**config.mk**
```make
export PLATFORM = sky130hd
export DESIGN_NAME = lnr_resp_top
export DESIGN_NICKNAME = d
export VERILOG_FILES = /design/src/lnr_axil_slave.v /design/src/lnr_id_filter.v /design/src/lnr_resp_top.v
export VERILOG_INCLUDE_DIRS = /design/src /design/src/src
export SDC_FILE = /design/constraint.sdc
export NUM_CORES = 1
export LEC_CHECK = 0
export CORE_MARGIN = 2
export CORE_UTILIZATION = 30
export DETAILED_ROUTE_END_ITERATION = 10
export DONT_BUFFER_PORTS = 1
export PLACE_DENSITY_LB_ADDON = 0.1
export SYNTH_ARGS = -nofsm -noshare
export SYNTH_HDL_FRONTEND = slang
export SYNTH_HIERARCHICAL = 1
export SYNTH_SLANG_ARGS = --single-unit
export TNS_END_PERCENT = 30
```
**constraint.sdc**
```tcl
create_clock -name i_clk_sys -period 3.9 [get_ports i_clk_sys]
set_input_delay 0 -clock i_clk_sys [delete_from_list [all_inputs] [get_ports i_clk_sys]]
set_output_delay 0 -clock i_clk_sys [all_outputs]
set_load 0.05 [all_outputs]
```
**src/lnr_defines.vh**
```
// Register map, field positions and reset values of the LIN response block
`ifndef LNR_DEFINES_VH
`define LNR_DEFINES_VH
`define LNR_AW 8
`define LNR_OFS_GCR1 8'h00
`define LNR_OFS_FLAG 8'h04
`define LNR_OFS_INTEN 8'h08
`define LNR_OFS_FORMAT 8'h0C
`define LNR_OFS_ID 8'h10
`define LNR_OFS_MASK 8'h14
`define LNR_OFS_TD0 8'h18
`define LNR_OFS_TD1 8'h1C
`define LNR_OFS_RD0 8'h20
`define LNR_OFS_RD1 8'h24
`define LNR_GCR1_LEN_SRC 0
`define LNR_GCR1_PAR_EN 3
`define LNR_GCR1_CMP_SEL 5
`define LNR_GCR1_LIN 6
`define LNR_GCR1_MBUF 10
`define LNR_GCR1_CHECKSUM_TYPE_SELECT 12
`define LNR_GCR1_RX_EN 24
`define LNR_GCR1_TX_EN 25
`define LNR_FLAG_TRANSMIT_BUFFER_READY_FLAG 8
`define LNR_FLAG_RECEIVE_COMPLETE_FLAG 9
`define LNR_FLAG_TRANSMIT_DRAINED_FLAG 11
`define LNR_FLAG_TRANSMIT_IDENTIFIER_HIT_FLAG 13
`define LNR_FLAG_RECEIVE_IDENTIFIER_HIT_FLAG 14
`define LNR_FLAG_PE 24
`define LNR_FLAG_CE 27
`define LNR_INTEN_ID 13
`define LNR_FMT_LEN_LSB 16
`define LNR_ID_CAP_LSB 16
`define LNR_ID_TASK_LSB 8
`define LNR_MASK_RX_LSB 16
`define LNR_RST_WORD 32'h00000000
`define LNR_RST_BYTE 8'h00
`define LNR_CK_ALL 8'hFF
`define LNR_ID_RESERVED 6'h3C
`endif

```
**src/lnr_axil_slave.v**
```verilog
// AXI4-Lite slave front end with registered handshakes
`timescale 1ns/10ps
`include "lnr_defines.vh"
module lnr_axil_slave (
   input wire i_clk_sys,
   input wire i_rstn,
   input wire i_awvalid,
   input wire [`LNR_AW-1:0] i_awaddr,
   output reg o_awready,
   input wire i_wvalid,
   input wire [31:0] i_wdata,
   input wire [3:0] i_wstrb,
   output reg o_wready,
   output reg o_bvalid,
   output reg [1:0] o_bresp,
   input wire i_bready,
   input wire i_arvalid,
   input wire [`LNR_AW-1:0] i_araddr,
   output reg o_arready,
   output reg o_rvalid,
   output reg [31:0] o_rdata,
   output reg [1:0] o_rresp,
   input wire i_rready,
   output reg o_wr_en,
   output reg [`LNR_AW-1:0] o_wr_addr,
   output reg [31:0] o_wr_data,
   output reg [3:0] o_wr_strb,
   output reg [`LNR_AW-1:0] o_rd_addr,
   input wire [31:0] i_rd_data
);
   reg aw_hold_reg;
   reg w_hold_reg;
   reg ar_hold_reg;
   always @(posedge i_clk_sys) begin
      if (!i_rstn) begin
         o_awready <= 1'b1;
         o_wready <= 1'b1;
         o_bvalid <= 1'b0;
         o_bresp <= 2'h0;
         o_arready <= 1'b1;
         o_rvalid <= 1'b0;
         o_rdata <= `LNR_RST_WORD;
         o_rresp <= 2'h0;
         o_wr_en <= 1'b0;
         o_wr_addr <= {`LNR_AW{1'b0}};
         o_wr_data <= `LNR_RST_WORD;
         o_wr_strb <= 4'h0;
         o_rd_addr <= {`LNR_AW{1'b0}};
         aw_hold_reg <= 1'b0;
         w_hold_reg <= 1'b0;
         ar_hold_reg <= 1'b0;
      end else begin
         o_wr_en <= 1'b0;
         if (i_awvalid && o_awready) begin
            o_wr_addr <= i_awaddr;
            aw_hold_reg <= 1'b1;
            o_awready <= 1'b0;
         end
         if (i_wvalid && o_wready) begin
            o_wr_data <= i_wdata;
            o_wr_strb <= i_wstrb;
            w_hold_reg <= 1'b1;
            o_wready <= 1'b0;
         end
         // Write strobe fires once both halves are held
         if (aw_hold_reg && w_hold_reg && !o_bvalid) begin
            o_wr_en <= 1'b1;
            o_bvalid <= 1'b1;
            aw_hold_reg <= 1'b0;
            w_hold_reg <= 1'b0;
         end
         if (o_bvalid && i_bready) begin
            o_bvalid <= 1'b0;
            o_awready <= 1'b1;
            o_wready <= 1'b1;
         end
         if (i_arvalid && o_arready) begin
            o_rd_addr <= i_araddr;
            ar_hold_reg <= 1'b1;
            o_arready <= 1'b0;
         end
         if (ar_hold_reg) begin
            o_rdata <= i_rd_data;
            o_rvalid <= 1'b1;
            ar_hold_reg <= 1'b0;
         end
         if (o_rvalid && i_rready) begin
            o_rvalid <= 1'b0;
            o_arready <= 1'b1;
         end
      end
   end
endmodule // lnr_axil_slave

```
**src/lnr_id_filter.v**
```verilog
// Masked identifier comparator
`timescale 1ns/10ps
module lnr_id_filter (
   input wire [7:0] i_id,
   input wire [7:0] i_ref,
   input wire [7:0] i_mask,
   input wire i_sel,
   output wire o_hit
);
   // Task-byte compare: full mask always hits; header-byte compare: full mask never hits
   assign o_hit = (!i_sel && (i_mask == 8'hFF)) ? 1'b0 :
                  (((i_id ^ i_ref) & ~i_mask) == 8'h00);
endmodule // lnr_id_filter

```
**src/lnr_resp_top.v**
```verilog
// LIN identifier filter, response buffers, counters and checksum
//
// Added by the designer: the placing of the registers and the AXI4-Lite interface to the registers.
`timescale 1ns/10ps
`include "lnr_defines.vh"
module lnr_resp_top (
   input wire i_clk_sys,
   input wire i_rstn,
   input wire i_axi_awvalid,
   input wire [`LNR_AW-1:0] i_axi_awaddr,
   output wire o_axi_awready,
   input wire i_axi_wvalid,
   input wire [31:0] i_axi_wdata,
   input wire [3:0] i_axi_wstrb,
   output wire o_axi_wready,
   output wire o_axi_bvalid,
   output wire [1:0] o_axi_bresp,
   input wire i_axi_bready,
   input wire i_axi_arvalid,
   input wire [`LNR_AW-1:0] i_axi_araddr,
   output wire o_axi_arready,
   output wire o_axi_rvalid,
   output wire [31:0] o_axi_rdata,
   output wire [1:0] o_axi_rresp,
   input wire i_axi_rready,
   input wire i_id_valid,
   input wire [7:0] i_header_identifier_byte,
   input wire i_rx_valid,
   input wire [7:0] i_rx_byte,
   input wire i_rx_frame_err,
   input wire i_rx_overrun,
   input wire i_tx_ready,
   input wire i_tx_idle,
   output reg o_tx_load,
   output reg [7:0] o_tx_byte,
   output reg o_id_int
);
   localparam PH_IDLE = 2'd0;
   localparam PH_DATA = 2'd1;
   localparam PH_CHECK = 2'd2;
   localparam PH_DRAIN = 2'd3;

   // Carry-wrapped 8-bit add: the carry out is added back into the sum
   function [7:0] ck_add;
      input [7:0] a;
      input [7:0] b;
      reg [8:0] s;
      begin
         s = {1'b0, a} + {1'b0, b};
         ck_add = s[7:0] + {7'd0, s[8]};
      end
   endfunction

   wire wr_en;
   wire [`LNR_AW-1:0] wr_addr;
   wire [31:0] wr_data;
   wire [3:0] wr_strb;
   wire [`LNR_AW-1:0] rd_addr;
   reg [31:0] rd_data;

   reg [31:0] gcr1_reg;
   reg [31:0] flag_reg;
   reg [31:0] flag_next;
   reg inten_id_reg;
   reg [2:0] fmt_len_reg;
   reg [7:0] hdr_id_reg;
   reg [7:0] task_id_reg;
   reg [7:0] cap_id_reg;
   reg [7:0] tx_mask_reg;
   reg [7:0] rx_mask_reg;
   reg [2:0] cmp_reg;
   reg [7:0] td [0:7];
   reg [7:0] rd [0:7];

   reg rx_act_reg;
   reg rx_chk_reg;
   reg rx_err_reg;
   reg [2:0] rx_cnt_reg;
   reg [7:0] rx_sum_reg;
   reg [1:0] tx_ph_reg;
   reg [2:0] tx_cnt_reg;
   reg [7:0] tx_sum_reg;
   reg td0_full_reg;

   lnr_axil_slave u_bus (
      .i_clk_sys(i_clk_sys),
      .i_rstn(i_rstn),
      .i_awvalid(i_axi_awvalid),
      .i_awaddr(i_axi_awaddr),
      .o_awready(o_axi_awready),
      .i_wvalid(i_axi_wvalid),
      .i_wdata(i_axi_wdata),
      .i_wstrb(i_axi_wstrb),
      .o_wready(o_axi_wready),
      .o_bvalid(o_axi_bvalid),
      .o_bresp(o_axi_bresp),
      .i_bready(i_axi_bready),
      .i_arvalid(i_axi_arvalid),
      .i_araddr(i_axi_araddr),
      .o_arready(o_axi_arready),
      .o_rvalid(o_axi_rvalid),
      .o_rdata(o_axi_rdata),
      .o_rresp(o_axi_rresp),
      .i_rready(i_axi_rready),
      .o_wr_en(wr_en),
      .o_wr_addr(wr_addr),
      .o_wr_data(wr_data),
      .o_wr_strb(wr_strb),
      .o_rd_addr(rd_addr),
      .i_rd_data(rd_data)
   );

   wire mbuf = gcr1_reg[`LNR_GCR1_MBUF];
   wire lin = gcr1_reg[`LNR_GCR1_LIN];
   wire cmp_sel = gcr1_reg[`LNR_GCR1_CMP_SEL];
   wire [7:0] ref_id = cmp_sel ? task_id_reg : hdr_id_reg;

   // Parity of the incoming identifier
   wire par_p0 = i_header_identifier_byte[0] ^ i_header_identifier_byte[1] ^ i_header_identifier_byte[2] ^ i_header_identifier_byte[4];
   wire par_p1 = ~(i_header_identifier_byte[1] ^ i_header_identifier_byte[3] ^ i_header_identifier_byte[4] ^ i_header_identifier_byte[5]);
   wire par_err = gcr1_reg[`LNR_GCR1_PAR_EN] && (i_header_identifier_byte[7:6] != {par_p1, par_p0});

   wire rx_match;
   wire tx_match;
   lnr_id_filter u_rx_filt (
      .i_id(i_header_identifier_byte),
      .i_ref(ref_id),
      .i_mask(rx_mask_reg),
      .i_sel(cmp_sel),
      .o_hit(rx_match)
   );
   lnr_id_filter u_tx_filt (
      .i_id(i_header_identifier_byte),
      .i_ref(ref_id),
      .i_mask(tx_mask_reg),
      .i_sel(cmp_sel),
      .o_hit(tx_match)
   );
   wire rx_hit = rx_match && !par_err && gcr1_reg[`LNR_GCR1_RX_EN];
   wire tx_hit = tx_match && !par_err && gcr1_reg[`LNR_GCR1_TX_EN];

   // Enhanced sum includes the identifier; reserved identifiers stay classic
   wire enh_hdr = gcr1_reg[`LNR_GCR1_CHECKSUM_TYPE_SELECT] && (i_header_identifier_byte[5:0] < `LNR_ID_RESERVED);
   wire enh_cap = gcr1_reg[`LNR_GCR1_CHECKSUM_TYPE_SELECT] && (cap_id_reg[5:0] < `LNR_ID_RESERVED);

   // Byte count minus one: identifier bits 5:4 give 2, 2, 4 or 8 bytes
   wire [2:0] id_len = cap_id_reg[5] ? (cap_id_reg[4] ? 3'd7 : 3'd3) : 3'd1;
   wire [2:0] cmp_next = gcr1_reg[`LNR_GCR1_LEN_SRC] ? fmt_len_reg : id_len;

   wire wr_gcr1 = wr_en && (wr_addr == `LNR_OFS_GCR1);
   wire wr_flag = wr_en && (wr_addr == `LNR_OFS_FLAG);
   wire wr_td0 = wr_en && (wr_addr == `LNR_OFS_TD0);
   wire wr_td1 = wr_en && (wr_addr == `LNR_OFS_TD1);
   wire td0_top_wr = wr_td0 && wr_strb[3];

   wire rx_take = i_rx_valid && (lin ? rx_act_reg : mbuf);
   wire rx_data = rx_take && !rx_chk_reg;
   wire rx_last = rx_data && (rx_cnt_reg == cmp_reg);
   wire [7:0] rx_sum_new = ck_add(rx_sum_reg, i_rx_byte);
   wire rx_chk_ok = (rx_sum_new == `LNR_CK_ALL) && !rx_err_reg && !i_rx_frame_err
                    && !i_rx_overrun;
   wire rx_done = rx_take && rx_chk_reg;

   wire tx_free = i_tx_ready && !o_tx_load;
   wire tx_data = (tx_ph_reg == PH_DATA) && tx_free && (mbuf || td0_full_reg);
   wire tx_check = (tx_ph_reg == PH_CHECK) && tx_free;
   wire tx_last = tx_data && (tx_cnt_reg == cmp_reg);
   wire [7:0] tx_src = mbuf ? td[tx_cnt_reg] : td[0];
   wire tx_drained = i_tx_idle && !o_tx_load && !td0_full_reg
                     && (((tx_ph_reg == PH_DATA) && !mbuf) || (tx_ph_reg == PH_DRAIN));

   // Flag set and clear; a set in the same cycle as a clear wins
   reg [31:0] flag_set;
   reg [31:0] flag_clr;
   always @* begin
      flag_set = 32'h00000000;
      flag_clr = wr_flag ? wr_data : 32'h00000000;
      if (i_id_valid) begin
         flag_set[`LNR_FLAG_RECEIVE_IDENTIFIER_HIT_FLAG] = rx_hit;
         flag_set[`LNR_FLAG_TRANSMIT_IDENTIFIER_HIT_FLAG] = tx_hit;
         flag_set[`LNR_FLAG_PE] = par_err;
      end
      if (rx_done && lin) begin
         flag_set[`LNR_FLAG_RECEIVE_COMPLETE_FLAG] = rx_chk_ok;
         flag_set[`LNR_FLAG_CE] = !rx_chk_ok;
      end
      if (rx_last && !lin) begin
         flag_set[`LNR_FLAG_RECEIVE_COMPLETE_FLAG] = 1'b1;
      end
      if ((tx_data && !mbuf) || tx_check) begin
         flag_set[`LNR_FLAG_TRANSMIT_BUFFER_READY_FLAG] = 1'b1;
      end
      if (tx_drained) begin
         flag_set[`LNR_FLAG_TRANSMIT_DRAINED_FLAG] = 1'b1;
      end
      // Refilling byte zero means the host has consumed the ready indication
      if (td0_top_wr) begin
         flag_clr[`LNR_FLAG_TRANSMIT_BUFFER_READY_FLAG] = 1'b1;
         flag_clr[`LNR_FLAG_TRANSMIT_DRAINED_FLAG] = 1'b1;
      end
      flag_next = (flag_reg & ~flag_clr) | flag_set;
   end

   // Transmit and receive byte buffers, one write port per entry
   genvar g;
   generate
      for (g = 0; g < 8; g = g + 1) begin : g_buf
         wire td_we = (g < 4) ? (wr_td0 && wr_strb[3 - (g % 4)])
                              : (wr_td1 && wr_strb[3 - (g % 4)]);
         always @(posedge i_clk_sys) begin
            if (!i_rstn) begin
               td[g] <= `LNR_RST_BYTE;
               rd[g] <= `LNR_RST_BYTE;
            end else begin
               if (td_we) begin
                  td[g] <= wr_data[8 * (3 - (g % 4)) +: 8];
               end
               if (rx_data && ((mbuf ? rx_cnt_reg : 3'd0) == g)) begin
                  rd[g] <= i_rx_byte;
               end
            end
         end
      end
   endgenerate

   always @(posedge i_clk_sys) begin
      if (!i_rstn) begin
         gcr1_reg <= `LNR_RST_WORD;
         flag_reg <= `LNR_RST_WORD;
         inten_id_reg <= 1'b0;
         fmt_len_reg <= 3'd0;
         hdr_id_reg <= `LNR_RST_BYTE;
         task_id_reg <= `LNR_RST_BYTE;
         cap_id_reg <= `LNR_RST_BYTE;
         tx_mask_reg <= `LNR_RST_BYTE;
         rx_mask_reg <= `LNR_RST_BYTE;
         cmp_reg <= 3'd0;
         o_id_int <= 1'b0;
      end else begin
         flag_reg <= flag_next;
         cmp_reg <= cmp_next;
         o_id_int <= inten_id_reg
                     && (flag_reg[`LNR_FLAG_RECEIVE_IDENTIFIER_HIT_FLAG] || flag_reg[`LNR_FLAG_TRANSMIT_IDENTIFIER_HIT_FLAG]);
         if (wr_gcr1) begin
            gcr1_reg <= wr_data;
         end
         if (wr_en && (wr_addr == `LNR_OFS_INTEN)) begin
            inten_id_reg <= wr_data[`LNR_INTEN_ID];
         end
         if (wr_en && (wr_addr == `LNR_OFS_FORMAT)) begin
            fmt_len_reg <= wr_data[`LNR_FMT_LEN_LSB +: 3];
         end
         if (wr_en && (wr_addr == `LNR_OFS_ID)) begin
            hdr_id_reg <= wr_data[7:0];
            task_id_reg <= wr_data[`LNR_ID_TASK_LSB +: 8];
         end
         if (wr_en && (wr_addr == `LNR_OFS_MASK)) begin
            tx_mask_reg <= wr_data[7:0];
            rx_mask_reg <= wr_data[`LNR_MASK_RX_LSB +: 8];
         end
         if (i_id_valid) begin
            cap_id_reg <= i_header_identifier_byte;
         end
      end
   end

   // Receive side: data bytes, then in LIN mode the checkbyte
   always @(posedge i_clk_sys) begin
      if (!i_rstn) begin
         rx_act_reg <= 1'b0;
         rx_chk_reg <= 1'b0;
         rx_err_reg <= 1'b0;
         rx_cnt_reg <= 3'd0;
         rx_sum_reg <= `LNR_RST_BYTE;
      end else if (i_id_valid && lin) begin
         rx_act_reg <= rx_hit;
         rx_chk_reg <= 1'b0;
         rx_err_reg <= 1'b0;
         rx_cnt_reg <= 3'd0;
         rx_sum_reg <= enh_hdr ? i_header_identifier_byte : `LNR_RST_BYTE;
      end else begin
         // Errors arriving mid-frame must still spoil the acknowledge
         if (rx_act_reg && (i_rx_frame_err || i_rx_overrun)) begin
            rx_err_reg <= 1'b1;
         end
         if (rx_done) begin
            rx_act_reg <= 1'b0;
            rx_chk_reg <= 1'b0;
         end else if (rx_data) begin
            rx_sum_reg <= rx_sum_new;
            if (rx_last) begin
               rx_chk_reg <= lin;
               rx_cnt_reg <= 3'd0;
            end else begin
               rx_cnt_reg <= rx_cnt_reg + 3'd1;
            end
         end
      end
   end

   // Transmit side: data bytes, then checkbyte, then wait for the line to drain
   always @(posedge i_clk_sys) begin
      if (!i_rstn) begin
         tx_ph_reg <= PH_IDLE;
         tx_cnt_reg <= 3'd0;
         tx_sum_reg <= `LNR_RST_BYTE;
         td0_full_reg <= 1'b0;
         o_tx_load <= 1'b0;
         o_tx_byte <= `LNR_RST_BYTE;
      end else begin
         o_tx_load <= 1'b0;
         if (tx_data) begin
            td0_full_reg <= 1'b0;
         end
         // A write landing with a load keeps the new byte pending
         if (td0_top_wr) begin
            td0_full_reg <= 1'b1;
         end
         case (tx_ph_reg)
            PH_IDLE: begin
               if (td0_top_wr) begin
                  tx_ph_reg <= PH_DATA;
                  tx_cnt_reg <= 3'd0;
                  tx_sum_reg <= enh_cap ? cap_id_reg : `LNR_RST_BYTE;
               end
            end
            PH_DATA: begin
               if (tx_data) begin
                  o_tx_load <= 1'b1;
                  o_tx_byte <= tx_src;
                  tx_sum_reg <= ck_add(tx_sum_reg, tx_src);
                  if (tx_last) begin
                     tx_ph_reg <= PH_CHECK;
                  end else begin
                     tx_cnt_reg <= tx_cnt_reg + 3'd1;
                  end
               end
            end
            PH_CHECK: begin
               if (tx_check) begin
                  o_tx_load <= 1'b1;
                  o_tx_byte <= ~tx_sum_reg;
                  tx_ph_reg <= PH_DRAIN;
               end
            end
            PH_DRAIN: begin
               if (tx_drained) begin
                  tx_ph_reg <= PH_IDLE;
               end
            end
            default: begin
               tx_ph_reg <= PH_IDLE;
            end
         endcase
      end
   end

   // Register read mux; unmapped addresses read as zero
   always @* begin
      case (rd_addr)
         `LNR_OFS_GCR1: rd_data = gcr1_reg;
         `LNR_OFS_FLAG: rd_data = flag_reg;
         `LNR_OFS_INTEN: rd_data = {18'd0, inten_id_reg, 13'd0};
         `LNR_OFS_FORMAT: rd_data = {13'd0, fmt_len_reg, 16'd0};
         `LNR_OFS_ID: rd_data = {8'd0, cap_id_reg, task_id_reg, hdr_id_reg};
         `LNR_OFS_MASK: rd_data = {8'd0, rx_mask_reg, 8'd0, tx_mask_reg};
         `LNR_OFS_TD0: rd_data = {td[0], td[1], td[2], td[3]};
         `LNR_OFS_TD1: rd_data = {td[4], td[5], td[6], td[7]};
         `LNR_OFS_RD0: rd_data = {rd[0], rd[1], rd[2], rd[3]};
         `LNR_OFS_RD1: rd_data = {rd[4], rd[5], rd[6], rd[7]};
         default: rd_data = 32'h00000000;
      endcase
   end
endmodule // lnr_resp_top

```
==> flow_metrics.tcl <==
set metrics [dict create \
    final_max_slew_viol_count 0 \
    insertion_delay_ns 0.60 \
    port_buffers 0 \
    num_rows 89 \
    dp_cells 2507 \
    dr.pass1.iters 6 \
    ant_nets 0 \
    areaGrowthSynthToFinish_pct 25.0 \
    min_from "i_header_identifier_byte[1]" \
    crit_chain "buf_12 -> mux4_2 -> mux2i_2 -> nor2_1 -> a21oi_2 -> fa_2 -> nor2b_1 -> o31a_1 -> o221ai_2 -> nand2b_1 -> a21o_1 -> ha_1 -> ha_1 -> and2_1 -> nand4_1 -> xnor2_1 -> a211oi_2 -> o21a_1" \
    drcViolationCount 0 \
    min_period_ns 3.76 \
    endpoint_kind "flop" \
    max_stage_delay_ns 0.51 \
    path_clk_slew_ns 0.06 \
    min_path_type "input port to flop" \
    utilization 0.377 \
    comb_power_share 0.082 \
    p_clk_frac 0.453 \
    path_delay_family "compound AO/OA/AOI/OAI gates" \
    timing.fmax_mhz 266 \
    floorplan.initialDensity 0.302 \
    top_regs "rd: 64 flops, td: 64 flops" \
    clock_sinks 373 \
    drt-vias-per-instance 5.41 \
    numCtsBuffers 45 \
    period_share 0.965 \
    synth_top_area_frac 0.276 \
    worst_pin_slew_ns 1.04 \
    grt_max_degree 145 \
    synth_common_cells "dfxtp_1, nand2_1, and2_1" \
    internal_power_w 0.00699 \
    wl_per_cell_um 26.2 \
    dieWidth_um 247 \
    dieHeight_um 247 \
    fin_cells 2799 \
    ys_warn_count 6 \
    p_sw_w 0.00249 \
    p_seq_frac 0.465 \
    track_usage 0.238 \
    synth-seq-cells 373 \
    ys_seq_area_frac 0.493 \
    start_kind "flop" \
    h-tree-depth 2 \
    synthTopCellsByArea "dfxtp_1, edfxtp_1, mux2i_1, and2_1, nand2_1" \
    outcome "finished, final reports clean" \
    grt_first_pass_wirelength_um 104000 \
    clk_path_buf_depth 3 \
    hpwl_um 51400 \
    synth-edff-count 128 \
    layout-drive-gt1-share 0.0899 \
    cp_slowest_cell "mux4_2" \
    crit_arrival_ns 4.25 \
    hold_viol_final 0 \
    relSlewSlack 0.294 \
    crit_buf_inv 1 \
    syn-cell-area_um2 17700 \
    critPathRequiredTime_ns 4.39 \
    place_congestion 0.898 \
    ys_types 80 \
    syn_inst 1800 \
    crit_path_frequent_cell "ha_1" \
    critPathMaxFanout 6 \
    synth_top_cell_by_area "dfxtp_1" \
    drt-initial-drc-count 1514 \
    nets 2098 \
    clockRootBuffer "clkbuf_16" \
    maxCapViolations 0 \
    setup_viol 0 \
    async_reset_ff_frac 0 \
    switching_share 0.262 \
    grt_pass1_vias 14400 \
    routed_wl_um 73500 \
    boundaryPins 132 \
    num_vias 15100 \
    powerDensity_nw_per_um2 427 \
    antenna_found_initial 3 \
    cts_tree "built" \
    coreArea_um2 58800 \
    syn_avg_cell_area_um2 9.86 \
    synthFlopType "dfxtp_1" \
    setup.worst_path.class "flop to flop" \
    gr-total-overflow 0 \
    die_area_um2 61100 \
    skew_ns 0.0278 \
    p_leak_nw 8.20 \
    tns_ns 0 \
    vdd_drop_max_uv 287 \
    yosysMostFrequentCell "dfxtp_1" \
]
==> area by class of cell <==
| cell class | instances | area, um^2 |
|---|---|---|
| Antenna cell | 2 | 5.00 |
| Clock buffer | 73 | 1340 |
| Clock inverter | 9 | 129 |
| Fill cell | 5923 | 36600 |
| Inverter | 25 | 95.1 |
| Multi-Input combinational cell | 1283 | 8320 |
| Sequential cell | 373 | 8760 |
| Tap cell | 773 | 967 |
| Timing Repair Buffer | 261 | 2560 |
==> metal layers <==
layer  vias to the layer above  wire length, um  global-route usage
met3                       110             4080              0.0298
met1                      7635            32200               0.321
met4                         2             2460              0.0817
li1                       6916                -                   -
met5                         -               13                   0
met2                       467            34700               0.392
==> stage by stage <==
step | worst slack [ns] | power (W) | hold WS, ns | instance area (um^2)
after floorplan | 0.0375 | 0.00486 | 0.101 | 17800
after global placement | 0.0399 | 0.00507 | 0.102 | 18500
after detailed placement | 0.0248 | 0.00508 | 0.107 | 18500
after CTS | 0.000197 | 0.00954 | 0.00313 | 22100
after global routing | -0.0537 | 0.00976 | 0.0541 | 22200
final | 0.136 | 0.00948 | 0.0421 | 22200
==> layout by cell type, fill, tap and decap left out, drive strengths merged, types with 4 or more instances in the layout <==
cell type    synthesis  layout
nand3b               6       6
and3                13      13
nor3                21      21
and2               140     140
o22ai                9       9
dlygate4sd3          0     201
mux4                17      17
clkbuf              62      73
mux2i               98      98
dfxtp              245     245
xnor2               38      38
nor2               111     111
conb                 1       4
clkinv               1       7
xor2                 8       8
a21oi              109     109
o21ai              108     108
inv                 24      24
buf                 60      60
or3                  7       7
ha                  26      26
a21o                 8       8
a221oi              10      10
edfxtp             128     128
nand2b               9       9
a21boi               4       4
nand3               48      48
a22oi               48      48
a211oi               9       9
nand4               63      63
mux2                 8       8
nor2b               38      38
a222oi              30      30
a31oi                6       6
nand2              224     224
o21a                11      11
==> power groups by stage <==
stage / Clock [W] / Combinational (W) / Sequential, W
floorplan: 0 / 0.000467 / 0.00439
global placement: 0 / 0.000585 / 0.00449
detailed placement: 0 / 0.000586 / 0.00449
CTS: 0.00436 / 0.000768 / 0.00441
global route: 0.00451 / 0.000835 / 0.00442
finish: 0.00429 / 0.000781 / 0.00441
==> cells by family after synthesis <==
kind of cell | Yosys count | share of synthesized area
muxes | 123 | 0.0819
adders and majority gates | 28 | 0.0206
AOI/OAI and AO/OA | 383 | 0.139
xor gates and xnor gates | 46 | 0.0227
DFF | 373 | 0.493
and+or+nand+nor | 699 | 0.200
other | 1 | 0.000211
buffers and inverters | 147 | 0.0429
==> path summary, 6_finish.rpt <==
check,end,slack (ns),cells after the start
setup reg to reg,tx_sum_reg[6],0.14,18
setup / recovery,tx_sum_reg[6],0.14,18
hold reg to reg,flag_reg[31],0.44,2
hold / removal,flag_reg[14],0.04,6
==> worst register-to-register path: stages (launching register included) <==
cell,delay (ns)
dfxtp_4,0.38
buf_12,0.13
mux4_2,0.51
mux2i_2,0.21
nor2_1,0.10
a21oi_2,0.19
fa_2,0.25
nor2b_1,0.06
o31a_1,0.27
o221ai_2,0.18
nand2b_1,0.08
a21o_1,0.19
ha_1,0.20
ha_1,0.22
and2_1,0.15
nand4_1,0.10
xnor2_1,0.14
a211oi_2,0.10
o21a_1,0.20
==> what timing repair did <==
action	CTS	global route
endpoints found under the hold margin	362	0
hold buffers	204	0
endpoints found under the setup margin	0	6
setup buffers	0	4
gates resized for setup	0	18
Power figures use the tool's default switching activity.
